**src/hw/vdwd_pkg.sv**
```systemverilog
// package: word layouts, status layouts and decode constants for the display word decoder
package vdwd_pkg;

  // ----------------------------------------
  // word geometry (bit 0 is the most significant bit)
  // ----------------------------------------
  localparam int WORD_W = 18;
  localparam logic [3:0] OP_CHAR = 4'h0;
  localparam logic [3:0] OP_STRING = 4'h1;
  localparam logic [3:0] OP_PLOT = 4'h3;
  localparam logic [5:0] OP_PARAM1 = 6'h10;
  localparam logic [5:0] OP_PARAM2 = 6'h11;
  localparam logic [5:0] OP_PARAM3 = 6'h12;
  localparam logic [1:0] SEL_STATUS1 = 2'h1;
  localparam logic [1:0] SEL_STATUS2 = 2'h2;
  localparam logic [1:0] SEL_STATUS3 = 2'h3;

  // ----------------------------------------
  // reset values of the display settings
  // ----------------------------------------
  localparam logic [2:0] RST_BRIGHTNESS = 3'h0;
  localparam logic [3:0] RST_SCALE = 4'h0;
  localparam logic [1:0] RST_LINE = 2'h0;
  localparam logic [1:0] RST_ACCESS = 2'h0;
  localparam logic [1:0] RST_BUTTON_SET = 2'h0;

  typedef enum {
    VDWD_NONE,
    VDWD_CHAR,
    VDWD_STRING,
    VDWD_PLOT,
    VDWD_PARAM1,
    VDWD_PARAM2,
    VDWD_PARAM3,
    VDWD_OTHER
  } vdwd_kind_t;

  // ----------------------------------------
  // status words, fields listed from bit 0 downward
  // ----------------------------------------
  typedef struct packed {
    logic [1:0] unused;
    logic offset_state;
    logic rotation_state;
    logic blink_state;
    logic [1:0] access_mode_sel;
    logic [3:0] scale_step;
    logic stop_ie;
    logic pen_ie;
    logic edge_ie;
    logic button_ie;
    logic pen_flag_enable;
    logic [1:0] line_pattern;
  } vdwd_status1_t;

  typedef struct packed {
    logic edge_flag_enable;
    logic [2:0] brightness_bit;
    logic [6:0] name_register_bit;
    logic [5:0] pushbutton_bit;
    logic unused;
  } vdwd_status2_t;

  typedef struct packed {
    logic stop_flag;
    logic button_find_flag;
    logic [1:0] unused_a;
    logic ext_stop_flag;
    logic arb_state;
    logic [11:0] unused_b;
  } vdwd_status3_t;

  // control word written by the host
  typedef struct packed {
    logic [4:0] set_flag;
    logic [4:0] clr_flag;
    logic access_change;
    logic [1:0] access_mode_sel;
    logic pen_intr_clr;
    logic [1:0] button_set_sel;
    logic pen_flag_en_set;
    logic pen_flag_en_clr;
  } vdwd_control_t;

  // flag order inside set/clear groups
  localparam int FLG_STOP = 4;
  localparam int FLG_PEN = 3;
  localparam int FLG_EDGE = 2;
  localparam int FLG_FIND = 1;
  localparam int FLG_EXT = 0;

  // decoded display command
  typedef struct packed {
    logic pen_flag_en;
    logic [7:0] char_code;
    logic indirect_select;
    logic [12:0] address;
    logic intensify;
    logic x_select;
    logic graph_select;
    logic [9:0] coord;
  } vdwd_cmd_t;

endpackage

```
**src/hw/vdwd_word_class.sv**
```systemverilog
// combinational classifier and field extractor for one display-file word
module vdwd_word_class (
  // word in
  input wire logic [0:17] word_i,
  // decoded
  output vdwd_pkg::vdwd_kind_t kind_o,
  output vdwd_pkg::vdwd_cmd_t cmd_o
);

  always_comb begin
    kind_o = vdwd_pkg::VDWD_OTHER;
    if (word_i[0:3] == vdwd_pkg::OP_CHAR) begin
      kind_o = vdwd_pkg::VDWD_CHAR;
    end else if (word_i[0:3] == vdwd_pkg::OP_STRING) begin
      kind_o = vdwd_pkg::VDWD_STRING;
    end else if (word_i[0:3] == vdwd_pkg::OP_PLOT && !word_i[5]) begin
      kind_o = vdwd_pkg::VDWD_PLOT;
    end else if (word_i[0:5] == vdwd_pkg::OP_PARAM1) begin
      kind_o = vdwd_pkg::VDWD_PARAM1;
    end else if (word_i[0:5] == vdwd_pkg::OP_PARAM2) begin
      kind_o = vdwd_pkg::VDWD_PARAM2;
    end else if (word_i[0:5] == vdwd_pkg::OP_PARAM3) begin
      kind_o = vdwd_pkg::VDWD_PARAM3;
    end
  end

  always_comb begin
    cmd_o.pen_flag_en = word_i[5];
    cmd_o.char_code = word_i[10:17];
    cmd_o.indirect_select = word_i[4];
    cmd_o.address = word_i[5:17];
    cmd_o.intensify = word_i[4];
    cmd_o.x_select = word_i[6];
    cmd_o.graph_select = word_i[7];
    cmd_o.coord = word_i[8:17];
  end

endmodule

```
**src/hw/vdwd_decode.sv**
```systemverilog
// display word decoder with settings, flags and the three host status words

// Behaviour
// - status one: offset, rotation, blink, mode, scale, enables
// - status two: edge enable, brightness, name, buttons
// - status three: stop, find, external stop, arbitration
// - control word sets, clears flags and settings
// - prefix 0000 is single character command
// - prefix 0001 is string, indirect, address
// - prefix 0011 with bit 5 clear is point or graph plot
// - six-bit prefixes select the three parameter commands
module vdwd_decode (
  // clock and reset
  input wire logic sys_clk_i,
  input wire logic rst_i,
  // display-file words from memory
  input wire logic word_valid_i,
  input wire logic [0:17] word_i,
  // host transfers
  input wire logic ctl_wr_i,
  input wire logic [0:17] ctl_data_i,
  input wire logic stat_rd_i,
  input wire logic [1:0] stat_sel_i,
  // console pins
  input wire logic pen_hit_i,
  input wire logic edge_hit_i,
  input wire logic button_find_i,
  input wire logic ext_stop_i,
  input wire logic arb_i,
  input wire logic [5:0] pushbutton_bit_i,
  input wire logic [6:0] name_register_bit_i,
  // status answer
  output logic stat_valid_o,
  output logic [0:17] stat_data_o,
  // decoded command
  output logic cmd_valid_o,
  output vdwd_pkg::vdwd_kind_t cmd_kind_o,
  output vdwd_pkg::vdwd_cmd_t cmd_o,
  output logic escape_enable_o,
  output logic escape_cr_o
);

  // ----------------------------------------
  // pin synchronisers
  // ----------------------------------------
  logic [10:0] sync_a;
  logic [10:0] sync_b;
  logic [10:0] sync_prev;

  always_ff @(posedge sys_clk_i) begin
    if (rst_i) begin
      sync_a <= 11'h000;
      sync_b <= 11'h000;
      sync_prev <= 11'h000;
    end else begin
      sync_a <= {pen_hit_i, edge_hit_i, button_find_i, ext_stop_i, arb_i, pushbutton_bit_i};
      sync_b <= sync_a;
      sync_prev <= sync_b;
    end
  end

  logic pen_rise;
  logic edge_rise;
  logic find_rise;
  logic ext_rise;
  assign pen_rise = sync_b[10] & ~sync_prev[10];
  assign edge_rise = sync_b[9] & ~sync_prev[9];
  assign find_rise = sync_b[8] & ~sync_prev[8];
  assign ext_rise = sync_b[7] & ~sync_prev[7];

  // ----------------------------------------
  // word decode
  // ----------------------------------------
  vdwd_pkg::vdwd_kind_t kind;
  vdwd_pkg::vdwd_cmd_t cmd;

  vdwd_word_class u_class (
    .word_i(word_i),
    .kind_o(kind),
    .cmd_o(cmd)
  );

  logic is_p1;
  logic is_p2;
  logic is_p3;
  assign is_p1 = word_valid_i && kind == vdwd_pkg::VDWD_PARAM1;
  assign is_p2 = word_valid_i && kind == vdwd_pkg::VDWD_PARAM2;
  assign is_p3 = word_valid_i && kind == vdwd_pkg::VDWD_PARAM3;

  always_ff @(posedge sys_clk_i) begin
    if (rst_i) begin
      cmd_valid_o <= 1'b0;
      cmd_kind_o <= vdwd_pkg::VDWD_NONE;
      cmd_o <= '0;
    end else begin
      cmd_valid_o <= word_valid_i;
      if (word_valid_i) begin
        cmd_kind_o <= kind;
        cmd_o <= cmd;
      end
    end
  end

  // ----------------------------------------
  // display settings
  // ----------------------------------------
  logic [2:0] brightness_bit;
  logic [3:0] scale_step;
  logic blink_state;
  logic edge_flag_enable;
  logic rotation_state;
  logic offset_state;
  logic pen_flag_enable;
  logic stop_ie;
  logic pen_ie;
  logic edge_ie;
  logic button_ie;
  logic [1:0] line_pattern;
  logic [1:0] access_mode_sel;
  logic [1:0] button_set_sel;
  vdwd_pkg::vdwd_control_t ctl;
  assign ctl = ctl_data_i;

  always_ff @(posedge sys_clk_i) begin
    if (rst_i) begin
      brightness_bit <= vdwd_pkg::RST_BRIGHTNESS;
      scale_step <= vdwd_pkg::RST_SCALE;
      escape_enable_o <= 1'b0;
      escape_cr_o <= 1'b0;
      blink_state <= 1'b0;
      edge_flag_enable <= 1'b0;
      rotation_state <= 1'b0;
      offset_state <= 1'b0;
    end else if (is_p1) begin
      brightness_bit <= word_i[8:10];
      if (word_i[13]) begin
        scale_step <= word_i[14:17];
      end
    end else if (is_p2) begin
      if (word_i[6]) begin
        escape_enable_o <= 1'b1;
        escape_cr_o <= word_i[7];
      end
      if (word_i[8]) begin
        blink_state <= word_i[9];
      end
      if (word_i[10]) begin
        edge_flag_enable <= word_i[11];
      end
      if (word_i[12]) begin
        rotation_state <= word_i[13];
      end
      if (word_i[16]) begin
        offset_state <= word_i[17];
      end
    end
  end

  // pen flag enable is shared by parameter two and the control word
  always_ff @(posedge sys_clk_i) begin
    if (rst_i) begin
      pen_flag_enable <= 1'b0;
    end else if (ctl_wr_i && (ctl.pen_flag_en_set || ctl.pen_flag_en_clr)) begin
      pen_flag_enable <= ctl.pen_flag_en_set;
    end else if (is_p2 && word_i[14]) begin
      pen_flag_enable <= word_i[15];
    end
  end

  always_ff @(posedge sys_clk_i) begin
    if (rst_i) begin
      stop_ie <= 1'b0;
      pen_ie <= 1'b0;
      edge_ie <= 1'b0;
      button_ie <= 1'b0;
      line_pattern <= vdwd_pkg::RST_LINE;
    end else if (is_p1) begin
      stop_ie <= word_i[7];
    end else if (is_p3) begin
      if (word_i[10]) begin
        stop_ie <= word_i[11];
        pen_ie <= word_i[12];
        edge_ie <= word_i[13];
        button_ie <= word_i[14];
      end
      if (word_i[15]) begin
        line_pattern <= word_i[16:17];
      end
    end
  end

  always_ff @(posedge sys_clk_i) begin
    if (rst_i) begin
      access_mode_sel <= vdwd_pkg::RST_ACCESS;
      button_set_sel <= vdwd_pkg::RST_BUTTON_SET;
    end else if (ctl_wr_i) begin
      if (ctl.access_change) begin
        access_mode_sel <= ctl.access_mode_sel;
      end
      button_set_sel <= ctl.button_set_sel;
    end
  end

  // ----------------------------------------
  // event flags: a set in the same cycle as a clear wins
  // ----------------------------------------
  logic [4:0] flags;
  logic [4:0] flag_set;
  logic [4:0] flag_clr;

  always_comb begin
    flag_set = 5'h00;
    flag_clr = 5'h00;
    flag_set[vdwd_pkg::FLG_STOP] = is_p1 & word_i[6];
    flag_set[vdwd_pkg::FLG_PEN] = pen_rise & pen_flag_enable;
    flag_set[vdwd_pkg::FLG_EDGE] = edge_rise & edge_flag_enable;
    flag_set[vdwd_pkg::FLG_FIND] = find_rise;
    flag_set[vdwd_pkg::FLG_EXT] = ext_rise;
    if (ctl_wr_i) begin
      flag_set = flag_set | ctl.set_flag;
      flag_clr = ctl.clr_flag;
      flag_clr[vdwd_pkg::FLG_PEN] = ctl.clr_flag[vdwd_pkg::FLG_PEN] | ctl.pen_intr_clr;
    end
  end

  always_ff @(posedge sys_clk_i) begin
    if (rst_i) begin
      flags <= 5'h00;
    end else begin
      flags <= flag_set | (flags & ~flag_clr);
    end
  end

  // ----------------------------------------
  // status words
  // ----------------------------------------
  vdwd_pkg::vdwd_status1_t st1;
  vdwd_pkg::vdwd_status2_t st2;
  vdwd_pkg::vdwd_status3_t st3;

  always_comb begin
    st1 = '0;
    st1.offset_state = offset_state;
    st1.rotation_state = rotation_state;
    st1.blink_state = blink_state;
    st1.access_mode_sel = access_mode_sel;
    st1.scale_step = scale_step;
    st1.stop_ie = stop_ie;
    st1.pen_ie = pen_ie;
    st1.edge_ie = edge_ie;
    st1.button_ie = button_ie;
    st1.pen_flag_enable = pen_flag_enable;
    st1.line_pattern = line_pattern;
    st2 = '0;
    st2.edge_flag_enable = edge_flag_enable;
    st2.brightness_bit = brightness_bit;
    st2.name_register_bit = name_register_bit_i;
    st2.pushbutton_bit = sync_b[5:0];
    st3 = '0;
    st3.stop_flag = flags[vdwd_pkg::FLG_STOP];
    st3.button_find_flag = flags[vdwd_pkg::FLG_FIND];
    st3.ext_stop_flag = flags[vdwd_pkg::FLG_EXT];
    st3.arb_state = sync_b[6];
  end

  always_ff @(posedge sys_clk_i) begin
    if (rst_i) begin
      stat_valid_o <= 1'b0;
      stat_data_o <= 18'h00000;
    end else begin
      stat_valid_o <= stat_rd_i;
      if (stat_rd_i) begin
        case (stat_sel_i)
          vdwd_pkg::SEL_STATUS1: stat_data_o <= st1;
          vdwd_pkg::SEL_STATUS2: stat_data_o <= st2;
          vdwd_pkg::SEL_STATUS3: stat_data_o <= st3;
          default: stat_data_o <= 18'h00000;
        endcase
      end
    end
  end

endmodule

```
**config.mk**
```make
export PLATFORM = sky130hd
export DESIGN_NAME = vdwd_decode
export DESIGN_NICKNAME = d
export VERILOG_FILES = /design/src/hw/vdwd_pkg.sv /design/src/hw/vdwd_word_class.sv /design/src/hw/vdwd_decode.sv
export SDC_FILE = /design/constraint.sdc
export NUM_CORES = 1
export LEC_CHECK = 0
export ABC_AREA = 1
export BUFFER_PORTS_ARGS = -buffer_cell sky130_fd_sc_hd__buf_2
export CAP_MARGIN = 20
export CELL_PAD_IN_SITES_DETAIL_PLACEMENT = 1
export CELL_PAD_IN_SITES_GLOBAL_PLACEMENT = 1
export CORE_UTILIZATION = 38
export CTS_CLUSTER_SIZE = 28
export DETAILED_ROUTE_END_ITERATION = 10
export GPL_ROUTABILITY_DRIVEN = 1
export GPL_TIMING_DRIVEN = 0
export PLACE_DENSITY_LB_ADDON = 0.08
export SETUP_SLACK_MARGIN = 0.15
export SYNTH_ARGS = -nofsm -noshare
export SYNTH_HDL_FRONTEND = slang
export SYNTH_HIERARCHICAL = 1
export SYNTH_SLANG_ARGS = --single-unit
```
**constraint.sdc**
```tcl
create_clock -name sys_clk_i -period 1.75 [get_ports sys_clk_i]
set_input_delay 0.35 -clock sys_clk_i [delete_from_list [all_inputs] [get_ports sys_clk_i]]
set_output_delay 0.35 -clock sys_clk_i [all_outputs]
set_load 0.02 [all_outputs]
```
==> results of run 1 <==
## metal layers
| layer | wire length [µm] | GRT usage [%] | vias up | share of wire (%) |
|---|---|---|---|---|
| met5 | 0 | 0 | - | 0 |
| met4 | 324 | 9.00 | 0 | 1.9 |
| met1 | 7700 | 27.8 | 2618 | 44 |
| met3 | 957 | 6.40 | 23 | 5.5 |
| met2 | 8490 | 39.9 | 131 | 49 |
| li1 | - | - | 2738 | - |
## logic make-up (layout without fill, tap and decap cells)
family	count (synthesis)	in the layout	synth area share (%)
and+or+nand+nor	361	361	26.0
buffers and inverters	179	347	16.3
DFF	133	133	46.7
AOI/OAI and AO/OA	113	113	11.0
other	1	29	0.0657
## final timing paths
path | startpoint | endpoint | slack [ns] | cells after the start
setup reg to reg | offset_state | stat_data_o[2] | 0.76 | 4
setup / recovery | word_i[1] | line_pattern[0] | 0.23 | 13
hold reg to reg | sync_a[1] | sync_b[1] | 0.41 | 2
hold / removal | pushbutton_bit_i[4] | sync_a[4] | 0.13 | 3
## sequential cells by signal, indices dropped and copies added, names as in the netlist, 2 cells and up
register         cells
brightness_bit       3
cmd_kind_o          32
sync_a               9
scale_step           4
stat_data_o         18
sync_prev            2
sync_b               9
cmd_o               36
access_mode_sel      2
flags                3
line_pattern         2
## what timing repair did
action / in CTS / in global routing
hold buffers: 0 / 0
gates resized for setup: 0 / 15
setup endpoints to repair: 0 / 19
endpoints found under the hold margin: 0 / 0
## cell type report
type,instances,area (µm²),area share [%]
Buffer,104,651,8.77
Multi-Input combinational cell,503,2270,30.6
Timing Repair Buffer,136,681,9.18
Tap cell,184,230,3.10
Clock buffer,18,439,5.92
Inverter,75,282,3.80
Sequential cell,133,2660,35.9
Clock inverter,14,199,2.68
## synthesized netlist by cell type (all sizes together)
master / n / share of area (%)
a211oi: 1 / 0.13
nand3b: 1 / 0.13
buf: 78 / 9.7
a31oi: 1 / 0.11
inv: 75 / 4.9
o221ai: 11 / 1.7
o211ai: 2 / 0.26
or2: 1 / 0.11
a22o: 1 / 0.15
nand2: 83 / 5.6
dfxtp: 133 / 47
o21bai: 1 / 0.13
clkbuf: 26 / 1.7
a221oi: 1 / 0.15
nand3: 38 / 3.6
a21oi: 15 / 1.3
conb: 1 / 0.066
nor3: 7 / 0.70
nor2: 231 / 16
o21ai: 80 / 7.0
## worst max-delay path, delay by kind of cell
family	cells	cell delay, ns
buffers and inverters	1	0.12
AND/OR/NAND/NOR	12	1.36
## report_power, final
part	leakage (nW)	switching [W]	total (W)	internal, W
registers	1.10	0.0000787	0.00327	0.00319
clock network	0.300	0.00141	0.00385	0.00244
logic	2.37	0.000623	0.000983	0.000360
total	3.77	0.00212	0.00810	0.00599
## per-stage QoR
step / setup TNS, ns / instances / hold slack (ns) / setup WS [ns] / util (%)
finish: 0 / 1167 / 0.132 / 0.232 / 50.8
global route: 0 / 1167 / 0.123 / 0.141 / 50.8
CTS: 0 / 1167 / 0.113 / 0.154 / 50.5
detailed placement: -3.38 / 1135 / 0.400 / -0.265 / 46.1
global placement: -1.90 / 1135 / 0.391 / -0.166 / 46.1
floorplan: 0 / 815 / 0.388 / 0.194 / -
==> out/results.tsv, run 1 <==
metric	value	unit
initial core utilization	39.1	%
endpoints failing setup	0	
Pleak	3.77	nW
Max Cap Viol	0	
row count	44	
final period utilization	86.8	%
Area after DPL	6720	µm²
DRC	0	
clk_lat worst skew	0.42	ns
grt ovf	0	
Syn Std Cell Area	5710	µm²
core area	14600	µm²
leading cell types in the layout, fill and taps excluded	nor2_1, buf_2, dfxtp_1, nand2_1, inv_1	
Arr. time, crit path	1.83	ns
CP most frequent cell	nor2_4	
Area growth syn-to-layout	29.9	%
die area	15500	µm²
Buffers on Ports	136	
clock sink total	133	
DR vias/cell	4.72	
Die Span Y	125	µm
Top-Level Pins	151	
final net count	1031	
largest net degree at the start of global routing	17	
DRT iter0 DRCs	205	
Synth Area per Inst	7.25	µm²
GP Congestion	0.786	
critical path fanouts, max	6	
CTS root buffer	clkbuf_16	
Overall Global Routing Usage	23.4	%
Final Instance Area	7420	µm²
clk slew on worst S/H paths	0.06	ns
register area share after synthesis	46.7	%
share of cells above drive strength 1	28.3	%
Slowest Stage Delay on Critical Path	0.22	ns
worst slew pin tran	0.684	ns
Slew Viols, Final	0	
antenna-violating nets left	0	
critical-path cell list	buf_2, nor2_4, nand2_2, nor2_4, nor2_2, nor3_2, nand2_1, nor2_4, nand2_2, nor2_4, nand2_1, nand2_1, nor2_1	
WL/cell	15.0	µm
yosys warns	6	
Final Skew	0.00334	ns
FF+latch count, synth	133	
CTS tree	yes	
First-pass DRT Iterations	4	
Die Wd	125	µm
H-tree levels	4	
Critical-path top delay cell	nor3_2	
Slew headroom	54.4	%
cells after synthesis	787	
Worst Hold Class	input port to flip-flop	
fill count	1881	
via count	5510	
setup bufs post-CTS	0	
Crit. End Element	flip-flop	
Tmin final	1.52	ns
FMAX	659	MHz
Power, Total	0.00810	W
Cell variety after synth	30	
CP Data Required Time	2.06	ns
maximum root-to-sink buffer count	2	
Detailed Route WL	17500	µm
status	complete, no violations	
hpwl dp	12900	µm
vias in the first global route	5771	
commonest non-fill, non-tap cell in the layout	nor2_1	
crit path launch type	input port	
Setup CP Type	input port to flip-flop	
diode count	0	
Worst VDD drop	0.621	mV
first-pass GRT wire length	28400	µm
initial antenna violation count	0	
pwr dens	1090	nW/µm²
TritonCTS Buffers	17	
RSZ-0062 raised after global routing	false	
final hold viol count	0	
No activity file was read; power rests on OpenSTA's default activity.
==> inputs of run 2 (changes only) <==
CELL_PAD_IN_SITES_DETAIL_PLACEMENT = default   (was 1)
CELL_PAD_IN_SITES_GLOBAL_PLACEMENT = default   (was 1)
CORE_UTILIZATION = 32   (was 38)
==> run 2 against run 1 <==
Combinational power shrank 3.1%. Sequential cell count unchanged. Wire length is 11% lower. Clock power is 3% lower. First-iteration DRC count increased by 13%. Largest power group unchanged. Global-route usage down 5.7 points. Non-clock buffer count is the same. Sequential power about the same. Design area is essentially flat. Register-to-register slack better by 0.16 ns. Clock skew increased by 0.0033 ns. Clock-buffer cell count rose by 1.
==> out/results.tsv, run 2 (synthesis results as in run 1) <==
metric	value	unit
maximum root-to-sink buffer count	2	
CTS tree	yes	
Hold Crit Start	ext_stop_i	
final net count	1031	
Psw	0.00202	W
core area	17400	µm²
Crit. End Element	flip-flop	
Clk pwr share	47.0	%
setup bufs post-CTS	0	
Largest regs	cmd_o (36), cmd_kind_o (32), stat_data_o (18)	
Cells after DPL	1176	
Area growth syn-to-layout	30.1	%
Critical-path top delay cell	o21ai_1	
final period utilization	81.1	%
crit path launch type	input port	
antenna-violating nets left	0	
GP Congestion	0.734	
max FFs per register	36	
Slew Viols, Final	0	
final non-filler cell total	1208	
status	complete, no violations	
Reg-to-Reg Start	offset_state	
endpoints failing setup	0	
clk_lat worst skew	0.41	ns
grt ovf	0	
Worst Hold Class	input port to flip-flop	
# resized after CTS	0	
TritonCTS Buffers	17	
Final Skew	0.00663	ns
initial core utilization	32.9	%
DRC	0	
Crit path max-delay family	simple AND/OR/NAND/NOR gates	
Die Span Y	136	µm
Overall Global Routing Usage	17.7	%
H-tree levels	4	
initial antenna violation count	0	
Multi-input gate area	2250	µm²
Post-Place Worst Slack	-0.190	ns
critical path fanouts, max	4	
Max Cap Viol	0	
Combinational Power Share	12.0	%
WL/cell	12.9	µm
critical-path cell list	buf_2, inv_1, nor3_1, o21ai_1, nand2_2, nor3_2, nand2_1, nor2_4, nand2_2, nor2_4, nand2_1, nand2_1, nor2_1	
leading cell types in the layout, fill and taps excluded	nor2_1, buf_2, dfxtp_1, nand2_1, inv_1	
final hold viol count	0	
share of cells above drive strength 1	27.8	%
Worst VDD drop	0.614	mV
fill count	1871	
first-pass GRT wire length	24500	µm
setup TNS	0	ns
pwr dens	1070	nW/µm²
largest net degree at the start of global routing	17	
Area after DPL	6770	µm²
Sw Share	25.4	%
First-pass DRT Iterations	5	
Die Wd	136	µm
Pleak	3.77	nW
Biggest register	cmd_o	
Final Instance Area	7420	µm²
hold slack	0.139	ns
Tmin final	1.42	ns
Buffers on Ports	136	
clk slew on worst S/H paths	0.06	ns
CTS Hold Bufs	0	
hpwl dp	11700	µm
Int Pwr	0.00593	W
Slowest Stage Delay on Critical Path	0.27	ns
CTS root buffer	clkbuf_16	
CP most frequent cell	nand2_1	
vias in the first global route	4792	
Reg area	2660	µm²
Setup CP Type	input port to flip-flop	
Crit path buffers/inverters	2	
Detailed Route WL	15600	µm
Seq pwr share	41.0	%
FMAX	705	MHz
clock sink total	133	
diode count	0	
Slew headroom	57.7	%
die area	18400	µm²
Top-Level Pins	151	
DRT iter0 DRCs	231	
RSZ-0062 raised after global routing	true	
via count	5087	
CP Data Required Time	2.05	ns
crit path launch	word_i[1]	
slack of the critical path	0.331	ns
DR vias/cell	4.21	
worst slew pin tran	0.635	ns
Arr. time, crit path	1.72	ns
row count	48	
commonest non-fill, non-tap cell in the layout	nor2_1	
-- run 2: cell type report --
cell class | count | share of cell area [%]
Inverter | 75 | 3.79
Multi-Input combinational cell | 503 | 30.3
Buffer | 104 | 8.77
Tap cell | 225 | 3.79
Clock buffer | 19 | 5.83
Clock inverter | 13 | 2.46
Sequential cell | 133 | 35.9
Timing Repair Buffer | 136 | 9.17
-- run 2: worst paths after layout --
check | slack, ns | to | cells after the start
max reg2reg | 0.92 | stat_data_o[2] | 4
min | 0.14 | sync_a[7] | 3
max | 0.33 | line_pattern[0] | 13
min reg2reg | 0.40 | sync_b[6] | 2
-- run 2: stage by stage --
stage | utilization, % | total power, W
detailed placement | 39.0 | 0.00428
global route | 42.8 | 0.00828
finish | 42.8 | 0.00795
global placement | 39.0 | 0.00428
floorplan | - | 0.00394
CTS | 42.6 | 0.00806
-- run 2: worst min-delay path, cell delays in order --
cell and delay [ns]:
buf_2 0.07, inv_1 0.03, nor2_1 0.06
-- run 2: per-layer routing --
layer | GRT usage, % | wire length (µm) | vias up
met5 | 0 | 0 | -
met4 | 6.55 | 142 | 0
met3 | 4.56 | 714 | 10
met2 | 27.4 | 6970 | 86
met1 | 23.5 | 7730 | 2244
li1 | - | - | 2747
-- run 2: power by group through the flow --
stage,Sequential [W],Clock [W],Combinational [W]
3_3_place_gp,0.00333,0,0.000951
6_report,0.00326,0.00374,0.000953
2_1_floorplan,0.00349,0,0.000453
4_1_cts,0.00327,0.00384,0.000956
3_5_place_dp,0.00333,0,0.000952
5_1_grt,0.00328,0.00394,0.00106
